## config.mk

```make
export PLATFORM = sky130hd
export DESIGN_NAME = bscrc_top
export DESIGN_NICKNAME = d
export VERILOG_FILES = /design/src/rtl/bscrc_pkg.sv /design/src/rtl/bscrc_fifo.sv /design/src/rtl/bscrc_top.sv
export SDC_FILE = /design/constraint.sdc
export NUM_CORES = 1
export LEC_CHECK = 0
export BUFFER_PORTS_ARGS = -buffer_cell sky130_fd_sc_hd__buf_2
export CORE_ASPECT_RATIO = 2
export CORE_MARGIN = 2
export CORE_UTILIZATION = 33
export CTS_BUF_LIST = sky130_fd_sc_hd__clkbuf_16
export CTS_CLUSTER_SIZE = 8
export DETAILED_ROUTE_END_ITERATION = 8
export SYNTH_ARGS = -nofsm -noshare
export SYNTH_HDL_FRONTEND = slang
export SYNTH_HIERARCHICAL = 1
export SYNTH_SLANG_ARGS = --single-unit
```

## constraint.sdc

```tcl
create_clock -name hclk -period 5.3 [get_ports hclk]
set_input_delay 0.53 -clock hclk [delete_from_list [all_inputs] [get_ports hclk]]
set_output_delay 0.53 -clock hclk [all_outputs]
set_load 0.01 [all_outputs]
```

## src/rtl/bscrc_pkg.sv

```systemverilog
// Package for the byte-stream checksum unit: register map, fields, constants.
// Assumes an AHB-Lite slave with 32-bit data, one register per aligned word.
package bscrc_pkg;
  localparam logic [7:0] BSCRC_OFS_CTRL = 8'h00;
  localparam logic [7:0] BSCRC_OFS_INPUT = 8'h04;
  localparam logic [7:0] BSCRC_OFS_DATA = 8'h08;
  localparam logic [7:0] BSCRC_OFS_MIRROR = 8'h0C;
  localparam logic [7:0] BSCRC_OFS_STATUS = 8'h10;
  localparam int BSCRC_ADDR_W = 8;
  localparam int BSCRC_CTRL_PTR_LO = 0;
  localparam int BSCRC_CTRL_VAL = 2;
  localparam int BSCRC_CTRL_INIT = 3;
  localparam int BSCRC_CTRL_SEL = 4;
  localparam int BSCRC_FIFO_DEPTH = 32;
  localparam int BSCRC_BITS_PER_BYTE = 8;
  localparam logic [15:0] BSCRC_POLY16 = 16'h1021;
  localparam logic [31:0] BSCRC_POLY32_REFL = 32'hEDB88320;
  localparam logic [31:0] BSCRC_INIT_ONES = 32'hFFFFFFFF;
  localparam logic [31:0] BSCRC_INIT_ZERO = 32'h00000000;
  localparam logic [1:0] BSCRC_HTRANS_NONSEQ = 2'h2;
  localparam logic [1:0] BSCRC_HTRANS_SEQ = 2'h3;
endpackage

```

## src/rtl/bscrc_fifo.sv

```systemverilog
// Flop-based FIFO with valid/ready on both sides.
// Assumes one clock and an active-low asynchronous reset.
module bscrc_fifo #(
  parameter int WIDTH = 8,
  parameter int DEPTH = 32
) (
  input wire logic hclk,
  input wire logic hresetn,
  input wire logic [WIDTH-1:0] in_data,
  input wire logic in_valid,
  output logic in_ready,
  output logic [WIDTH-1:0] out_data,
  output logic out_valid,
  input wire logic out_ready
);
  localparam int AW = $clog2(DEPTH);
  typedef struct packed {
    logic [DEPTH-1:0][WIDTH-1:0] mem;
    logic [AW-1:0] wr;
    logic [AW-1:0] rd;
    logic [AW:0] cnt;
  } bscrc_fifo_st_t;
  bscrc_fifo_st_t st_reg;
  bscrc_fifo_st_t st_next;
  logic push;
  logic pop;

  assign in_ready = (st_reg.cnt != (AW+1)'(DEPTH));
  assign out_valid = (st_reg.cnt != '0);
  assign out_data = st_reg.mem[st_reg.rd];
  assign push = in_valid && in_ready;
  assign pop = out_valid && out_ready;

  always_comb begin
    st_next = st_reg;
    if (push) begin
      st_next.mem[st_reg.wr] = in_data;
      st_next.wr = (st_reg.wr == AW'(DEPTH-1)) ? '0 : st_reg.wr + AW'(1);
    end
    if (pop) begin
      st_next.rd = (st_reg.rd == AW'(DEPTH-1)) ? '0 : st_reg.rd + AW'(1);
    end
    if (push && !pop) begin
      st_next.cnt = st_reg.cnt + (AW+1)'(1);
    end else if (pop && !push) begin
      st_next.cnt = st_reg.cnt - (AW+1)'(1);
    end
  end

  always_ff @(posedge hclk or negedge hresetn) begin
    if (!hresetn) begin
      st_reg <= '0;
    end else begin
      st_reg <= st_next;
    end
  end
endmodule

```

## src/rtl/bscrc_top.sv

```systemverilog
// Byte-stream checksum unit: CRC-16 (0x1021, MSB first) or reflected CRC-32,
// with indirect result window, byte pointer and bit-mirror helper register.
// Assumes a single AHB-Lite master; input bytes queue in a FIFO.
module bscrc_top
  import bscrc_pkg::*;
#(
  parameter int FIFO_DEPTH = BSCRC_FIFO_DEPTH
) (
  input wire logic hclk,
  input wire logic hresetn,
  input wire logic hsel,
  input wire logic [31:0] haddr,
  input wire logic [1:0] htrans,
  input wire logic hwrite,
  input wire logic [2:0] hsize,
  input wire logic [31:0] hwdata,
  input wire logic hready,
  output logic [31:0] hrdata,
  output logic hreadyout,
  output logic hresp
);
  typedef struct packed {
    logic ph_act;
    logic ph_write;
    logic [BSCRC_ADDR_W-1:0] ph_addr;
    logic polynomial_select;
    logic start_value_select;
    logic [1:0] result_byte_pointer;
    logic [31:0] result;
    logic [7:0] bit_mirror_register;
    logic [31:0] rdata;
  } bscrc_st_t;

  bscrc_st_t st_reg;
  bscrc_st_t st_next;
  logic fifo_in_valid;
  logic fifo_in_ready;
  logic [7:0] fifo_out_data;
  logic fifo_out_valid;
  logic fifo_out_ready;
  logic addr_phase;
  logic [BSCRC_ADDR_W-1:0] win_addr;

  ////////////////////////////////////////////////////////////////////////////
  // Functions

  function automatic logic [31:0] crc_byte(input logic [31:0] acc, input logic [7:0] din,
                                           input logic sel16);
    logic [15:0] c16;
    logic [31:0] c32;
    c16 = acc[15:0] ^ {din, 8'h00};
    c32 = acc ^ {24'h000000, din};
    for (int i = 0; i < BSCRC_BITS_PER_BYTE; i++) begin
      if (c16[15]) begin
        c16 = {c16[14:0], 1'b0} ^ BSCRC_POLY16;
      end else begin
        c16 = {c16[14:0], 1'b0};
      end
      if (c32[0]) begin
        c32 = {1'b0, c32[31:1]} ^ BSCRC_POLY32_REFL;
      end else begin
        c32 = {1'b0, c32[31:1]};
      end
    end
    crc_byte = sel16 ? {acc[31:16], c16} : c32;
  endfunction

  // Byte lane selected by pointer; in 16-bit mode codes 2 and 3 alias 0 and 1
  function automatic logic [1:0] lane(input logic [1:0] ptr, input logic sel16);
    lane = sel16 ? {1'b0, ptr[0]} : ptr;
  endfunction

  function automatic logic [7:0] mirror(input logic [7:0] b);
    for (int i = 0; i < 8; i++) begin
      mirror[i] = b[7-i];
    end
  endfunction

  ////////////////////////////////////////////////////////////////////////////
  // Input byte queue

  bscrc_fifo #(
    .WIDTH(8),
    .DEPTH(FIFO_DEPTH)
  ) u_fifo (
    .hclk(hclk),
    .hresetn(hresetn),
    .in_data(hwdata[7:0]),
    .in_valid(fifo_in_valid),
    .in_ready(fifo_in_ready),
    .out_data(fifo_out_data),
    .out_valid(fifo_out_valid),
    .out_ready(fifo_out_ready)
  );

  ////////////////////////////////////////////////////////////////////////////
  // Bus slave

  assign addr_phase = hsel && hready &&
                      (htrans == BSCRC_HTRANS_NONSEQ || htrans == BSCRC_HTRANS_SEQ);
  assign win_addr = haddr[BSCRC_ADDR_W-1:0];
  // Stall an input write while the queue is full
  assign hreadyout = !(st_reg.ph_act && st_reg.ph_write &&
                       st_reg.ph_addr == BSCRC_OFS_INPUT && !fifo_in_ready);
  assign hresp = 1'b0;
  assign hrdata = st_reg.rdata;
  assign fifo_in_valid = st_reg.ph_act && st_reg.ph_write && st_reg.ph_addr == BSCRC_OFS_INPUT;
  // The queue holds its next byte while a control write with the init bit loads the result
  assign fifo_out_ready = !(st_reg.ph_act && st_reg.ph_write &&
                            st_reg.ph_addr == BSCRC_OFS_CTRL && hwdata[BSCRC_CTRL_INIT]);

  always_comb begin
    logic [1:0] ln;
    logic [7:0] wb;
    ln = lane(st_reg.result_byte_pointer, st_reg.polynomial_select);
    wb = hwdata[7:0];
    st_next = st_reg;
    // Background update from queue, one byte per cycle
    if (fifo_out_valid && fifo_out_ready) begin
      st_next.result = crc_byte(st_reg.result, fifo_out_data, st_reg.polynomial_select);
    end
    // Write data phase
    if (st_reg.ph_act && st_reg.ph_write && hreadyout) begin
      case (st_reg.ph_addr)
        BSCRC_OFS_CTRL: begin
          st_next.polynomial_select = hwdata[BSCRC_CTRL_SEL];
          st_next.start_value_select = hwdata[BSCRC_CTRL_VAL];
          st_next.result_byte_pointer = hwdata[BSCRC_CTRL_PTR_LO +: 2];
          if (hwdata[BSCRC_CTRL_INIT]) begin
            st_next.result = hwdata[BSCRC_CTRL_VAL] ? BSCRC_INIT_ONES : BSCRC_INIT_ZERO;
          end
        end
        BSCRC_OFS_DATA: begin
          st_next.result[ln*8 +: 8] = wb;
          st_next.result_byte_pointer = st_reg.result_byte_pointer + 2'h1;
        end
        BSCRC_OFS_MIRROR: begin
          st_next.bit_mirror_register = wb;
        end
        default: begin
        end
      endcase
    end
    // Address phase: capture and prepare read data
    if (hready) begin
      st_next.ph_act = addr_phase;
      st_next.ph_write = hwrite;
      st_next.ph_addr = win_addr;
      st_next.rdata = 32'h00000000;
      if (addr_phase && !hwrite) begin
        case (win_addr)
          BSCRC_OFS_CTRL: begin
            st_next.rdata = {27'h0000000, st_next.polynomial_select, 1'b0,
                             st_next.start_value_select, st_next.result_byte_pointer};
          end
          BSCRC_OFS_DATA: begin
            st_next.rdata = {24'h000000, st_next.result[lane(st_next.result_byte_pointer,
                             st_next.polynomial_select)*8 +: 8]};
            st_next.result_byte_pointer = st_next.result_byte_pointer + 2'h1;
          end
          BSCRC_OFS_MIRROR: begin
            st_next.rdata = {24'h000000, mirror(st_next.bit_mirror_register)};
          end
          BSCRC_OFS_STATUS: begin
            st_next.rdata = {30'h00000000, fifo_in_ready, fifo_out_valid};
          end
          default: begin
          end
        endcase
      end
    end
  end

  always_ff @(posedge hclk or negedge hresetn) begin
    if (!hresetn) begin
      st_reg <= '0;
    end else begin
      st_reg <= st_next;
    end
  end
endmodule

```

==> results of run 1 <==
==> worst max path at each step <==
stage,start,end,slack [ns],depth (start not counted)
after detailed placement,u_fifo/st_reg[8],hrdata[0],0.50,12
after CTS,u_fifo/st_reg[6],hrdata[6],0.49,12
final,u_fifo/st_reg[8],hrdata[2],0.45,12
after global routing,u_fifo/st_reg[6],hrdata[5],0.16,12
after floorplan,u_fifo/st_reg[6],hrdata[6],1.16,15
after global placement,u_fifo/st_reg[6],hrdata[6],0.54,13
==> per-layer routing <==
layer | part of all wire, % | vias to the layer above | track usage (%)
met5 | 0.024 | - | 0
met4 | 9.6 | 2 | 16.1
met3 | 3.6 | 208 | 2.53
met2 | 54 | 395 | 35.8
met1 | 33 | 6312 | 18.5
li1 | - | 5377 | -
==> Yosys cell counts (25+ instances only) <==
library cell  count
a21oi_1          51
buf_4            37
clkbuf_1         65
dfrtp_1         334
inv_1            25
mux2_2          276
mux2i_1          55
mux4_2           48
nand2_1          47
nor2_1           43
nor2_2           32
o21ai_0          32
xnor2_1          42
==> power groups by stage <==
stage | clock network [µW] | registers (µW) | logic (µW)
2_1_floorplan | 0 | 2960 | 4370
3_3_place_gp | 0 | 3140 | 5780
3_5_place_dp | 0 | 3150 | 5840
4_1_cts | 2780 | 3110 | 5900
5_1_grt | 2870 | 3130 | 6330
6_report | 2710 | 3110 | 6000
==> placed cells by master, fill, tap and decap left out, types with 5 or more instances in the layout <==
master and count:
ha_1 18, a22o_1 8, xnor2_2 7, nand4_1 5, mux4_2 48, xnor3_1 14, nand3_1 15, o221ai_1 11
a32oi_1 6, nand3b_1 6, dfrtp_1 333, a211oi_1 23, buf_2 29, o22ai_1 16, and3_1 5, buf_4 48
a21o_1 5, xnor2_1 42, xor2_1 17, and2_1 5, mux2i_1 55, conb_1 25, o21bai_1 10, a21oi_1 51
nor2_1 43, nand2_1 47, nor2_2 32, a2111oi_0 8, nor3_1 13, clkbuf_16 48, nand2b_1 10, a22oi_1 10
a31oi_1 12, o21ai_0 32, mux2_2 276, inv_1 26, nor2b_1 6
==> through the flow <==
stage               instances  hold slack [ns]  total power [µW]
floorplan                1482            0.234              7330
global placement         2181            0.470              8910
detailed placement       2181            0.484              8990
CTS                      2233            0.124             11800
global route             2233            0.154             12300
finish                   2233           0.0489             11800
==> cell type report <==
class | instances | share of cell area, %
sequential | 334 | 40.6
multi-input combinational | 995 | 45.5
timing repair buffer | 81 | 2.82
inverter | 27 | 0.492
clock inverter | 4 | 0.261
tap | 744 | 4.51
clock buffer | 48 | 5.83
==> cell families (layout without fill, tap and decap cells) <==
group	count (synthesis)	count (layout)	share of synthesized area (%)
buffers and inverters	153	160	4.14
AOI/OAI and AO/OA	251	251	9.99
other	1	25	0.0204
and+or+nand+nor	234	234	7.42
adders and majority gates	19	19	1.33
DFF	334	334	45.4
muxes	381	381	25.9
xor gates and xnor gates	85	85	5.79
==> critical path, stage by stage (launching register included) <==
cell	delay, ns
dfrtp_1	0.61
buf_4	0.32
mux4_2	0.32
a22o_1	0.30
a2111oi_0	0.63
a21oi_1	0.32
xnor2_2	0.30
xnor2_2	0.56
xor2_1	0.47
xnor2_1	0.12
a211oi_1	0.50
o211ai_1	0.21
nand3_1	0.11
==> results.md, run 1 <==
* Status: complete, no violations
* Avg Vias per Cell at 5.51
* Vias in the first global route at 13.4k
* CTS tree: built
* Switching portion of total power at 38.6%
* Clk_lat worst skew at 0.58 ns
* Final Core Density at 37.3%
* Worst setup SP type: flop
* Pint at 7250 µW
* Dpl ws at 0.503 ns
* Placeable Area at 55300 µm²
* Filler cells at 5308
* Yosys reg bits at 334
* Unrepaired setup endpoints after global routing: false
* Area post-placement at 19400 µm²
* Leakage power at 0.00932 µW
* Async SR Flop Fraction at 100%
* Area contributors post-synth: dfrtp_1 45%, mux2_2 17%, mux4_2 5.9%
* CP arrival at 5.37 ns
* Nets at 1579
* PwrDens at 573 nW/µm²
* Crit Path Max Fanout at 12
* Tcrit/Tclk final at 91.6%
* Post-CTS setup buffer count at 0
* FF-to-FF End: hrdata[2]
* Finished Cell Area at 20600 µm²
* Cts hold-fix bufs at 0
* Initial antenna violation count at 1
* CTS root buffer: clkbuf_16
* Synthesis warning total at 6
* Final worst slack at 0.446 ns
* Max Cap Viol at 0
* Synth Instances at 1458
* Endpoint class of the critical path: flop
* Seq/Total Area, Yosys at 45.4%
* Worst R2R Setup Slack at 0.45 ns
* Global placement routability congestion at 0.942
* Worst clock skew at 0.0430 ns
* Unique masters post-synth at 97
* Clk pwr share at 22.9%
* Aggregate global routing overflow at 0
* Initial DRC Count at 737
* Worst path required time at 5.81 ns
* Worst Reg-to-Reg Cells at 12
* Fraction of layout cells with a size suffix above 1 at 35.8%
* Post-DP HPWL at 39100 µm
* H-tree levels at 2
* Finish-stage setup viols at 0
* FF/Latch Area at 8360 µm²
* Number of clock sinks at 334
* Ys flop type: dfrtp_1
* Area delta synth->final at 12.0%
* TritonCTS Buffers at 47
* CP Class: flop to flop
* Initial Utilization at 33.3%
* Relative slew margins at 26.8%
* Final Hold Fails at 0
* First-pass GRT wire length at 82800 µm
* Die ar. at 57800 µm²
* Post-synth EDFFs at 0
* Buffers on Ports at 30
* Final wirelength at 54400 µm
* Vias after detailed routing at 12.3k
* DRC at 0
* Yosys top cell area share at 45.4%
* Max FFs per register at 272
* Seq pwr share at 26.4%
* Routed len/inst at 24.4 µm
* Max clock buf depth at 3
* Die W at 171 µm
* Gate power share at 50.8%
* Total track usage at 19.2%
* Footprint of the multi-input gates at 9390 µm²
* FMAX at 206 MHz
* Hold/Removal Path Class: primary input to asynchronous set/reset pin
* I/O pin cnt at 108
* Psw at 4570 µW
* Syn Area/Cell at 12.6 µm²
* Die Y at 338 µm
* N_diodes at 0
* Final Max Tran Viols at 0
* Worst-path clk slew at 0.06 ns
* Final antenna-violating net count at 0
* Row count at 122
* Drt pass-1 iters at 5
* Largest net degree at the start of global routing at 137
* Tightest Pin Transition at 1.10 ns
* Cts repair resizes at 0
* TNS Setup at 0 ns
* Synth Cell Area at 18400 µm²
* Tmin final at 4.85 ns
* Maximum VDD drop at 0.328 mV
* Synth area leader: dfrtp_1
* RR Startpoint: u_fifo/st_reg[8]
(Power assumes the default switching activity.)
==> run 2: changes to the inputs <==
- GPL_TIMING_DRIVEN: default -> 1
- clock period: 5.3 -> 4.7 ns (I/O delays scaled with it)
==> run 2 against run 1 <==
  * Sequential power rose by 13%
  * Power rose by 18%
  * Sequential cell count did not move
  * Largest power group unchanged
  * Largest cell class unchanged
  * Routed wire length rose by 1.6%
  * Clock-buffer cell count did not move
  * Die area did not move
  * Critical path type unchanged
  * Critical path depth did not move
  * Global-route usage rose by 0.22 points
==> results.md, run 2 (synthesis results as in run 1) <==
* RR Startpoint: u_fifo/st_reg[6]
* CTS tree: built
* Unrepaired setup endpoints after global routing: false
* Final Core Density at 37.9% (+0.60 points)
* Worst Reg-to-Reg Cells at 12 (unchanged)
* Final Hold Fails at 0 (unchanged)
* FMAX at 223 MHz (+8.0%)
* Total track usage at 19.5% (+0.22 points)
* PnR Total Power at 13900 µW (+18%)
* Vias after detailed routing at 12.4k (+1.0%)
* Final worst slack at 0.206 ns (-0.240 ns)
* Endpoint class of the critical path: flop
* Area delta synth->final at 13.8%
* Vias in the first global route at 13.7k (+2.3%)
* Leakage power at 0.00952 µW (+2.2%)
* CP arrival at 4.95 ns (-0.42 ns)
* Worst-path clk slew at 0.06 ns (about the same)
* Worst R2R Setup Slack at 0.21 ns (-0.24 ns)
* Relative slew margins at 25.1% (-1.8 points)
* Routed len/inst at 24.4 µm (about the same)
* Final Max Tran Viols at 0 (unchanged)
* H-tree levels at 2 (unchanged)
* Dpl ws at 0.0560 ns (-0.447 ns)
* Clk_lat worst skew at 0.58 ns (about the same)
* Largest net degree at the start of global routing at 121 (-12%)
* Final antenna-violating net count at 0 (unchanged)
* WP depth at 12 (unchanged)
* DRC at 0 (unchanged)
* PwrDens at 664 nW/µm² (+16%)
* CTS root buffer: clkbuf_16
* Crit Path Max Fanout at 13 (+1)
* Hold/Removal Path Class: primary input to flop
* TNS Setup at 0 ns (unchanged)
* Status: complete, no violations
* Initial Utilization at 33.3% (unchanged)
* Final wirelength at 55300 µm (+1.6%)
* Placeable Area at 55300 µm² (unchanged)
* Max Cap Viol at 0 (unchanged)
* First-pass GRT wire length at 83400 µm (+0.81%)
* Worst Setup EP: hrdata[7]
* Max clock buf depth at 3 (unchanged)
* Max FFs per register at 272 (unchanged)
* Die Y at 338 µm (unchanged)
* TritonCTS Buffers at 47 (unchanged)
* Aggregate global routing overflow at 0 (unchanged)
* Tcrit/Tclk final at 95.6% (+4.0 points)
* Commonest non-fill, non-tap cell in the layout: dfrtp_1
* Worst clock skew at 0.0286 ns (-0.0144 ns)
* N_diodes at 0 (unchanged)
* CP max-delay cell: dfrtp_4
* Delay of the slowest critical-path stage at 0.61 ns (-0.02 ns)
* Die ar. at 57800 µm² (unchanged)
* CP delay by family, top: compound AO/OA/AOI/OAI gates
* Worst path required time at 5.16 ns (-0.65 ns)
* Row count at 122 (unchanged)
* Buffers on Ports at 30 (unchanged)
* Drt pass-1 iters at 7 (+2)
* Post-DP HPWL at 40200 µm (+2.7%)
* Avg Vias per Cell at 5.47 (-0.67%)
* CP Class: flop to flop
* I/O pin cnt at 108 (unchanged)
* Fraction of layout cells with a size suffix above 1 at 37.2% (+1.4 points)
* Worst setup SP type: flop
* Global placement routability congestion at 0.939 (-0.31%)
* Finish-stage setup viols at 0 (unchanged)
* Initial antenna violation count at 2 (+1)
* Tmin final at 4.49 ns (-0.360 ns)
* Initial DRC Count at 810 (+9.9%)
* Number of clock sinks at 334 (unchanged)
* Maximum VDD drop at 0.555 mV (+69%)
* Most frequent cells in the layout: 333 x dfrtp_1, 276 x mux2_2, 81 x buf_4, 55 x mux2i_1, 51 x a21oi_1
* Die W at 171 µm (unchanged)
* Worst setup path start: u_fifo/st_reg[6]
* Nets at 1616 (+2.3%)
* Crit-path cells: buf_8, buf_4, mux4_2, a22oi_1, a21oi_1, xor2_1, xnor3_1, mux2i_1, mux2i_1, nand3_1, a21oi_1, o41ai_2
* FF-to-FF End: hrdata[7]
* Tightest Pin Transition at 1.11 ns (+0.0161 ns)
* CP bufs+invs at 2 (+1)
run 2: cell types whose count changed in the layout (fill, tap and decap cells not counted), sizes merged:
cell         delta
clkinv          -2
dlygate4sd3     +1
inv             +3
buf            +36
run 2: area by class of cell:
class                      instances  area, µm²
tap                              744        931
multi-input combinational        995       9400
sequential                       334       8360
timing repair buffer             118        893
inverter                          27        101
clock inverter                     5       61.3
fill                            5343      34300
clock buffer                      48       1200
run 2: how the worst min path moves through the flow:
stage	from	endpoint	slack [ns]	cells past startpoint
global placement	st_reg[37]	st_reg[37]	0.47	2
detailed placement	hrdata[7]	hrdata[7]	0.49	2
finish	haddr[5]	st_reg[81]	0.16	2
global route	haddr[6]	st_reg[82]	0.15	2
CTS	haddr[5]	st_reg[81]	0.14	2
floorplan	hresetn	hrdata[0]	0.17	0
run 2: repair_timing:
item                                   4_1_cts  5_1_grt
setup endpoints to repair                    0        8
gates resized for setup                      0        4
buffers inserted                             0        1
endpoints found under the hold margin       48        0
hold buffers                                 1        0
run 2: routing by layer:
| metal | share of wire [%] | GRT usage (%) | vias up |
|---|---|---|---|
| met3 | 4.2 | 3.12 | 205 |
| met5 | 0.020 | 0 | - |
| met4 | 10 | 17.4 | 2 |
| met1 | 32 | 17.7 | 6355 |
| li1 | - | - | 5444 |
| met2 | 54 | 36.3 | 414 |
run 2: power by group:
part | internal [µW] | switching, µW
Combinational | 3710 | 3630
Sequential | 3140 | 358
Clock | 1800 | 1260
run 2: metrics by stage:
stage | instances | hold slack [ns] | instance area (µm²)
after floorplan | 1482 | 0.174 | 18500
final | 2271 | 0.158 | 20900
after detailed placement | 2216 | 0.489 | 19600
after global routing | 2271 | 0.150 | 20900
after CTS | 2270 | 0.136 | 20900
after global placement | 2216 | 0.472 | 19600
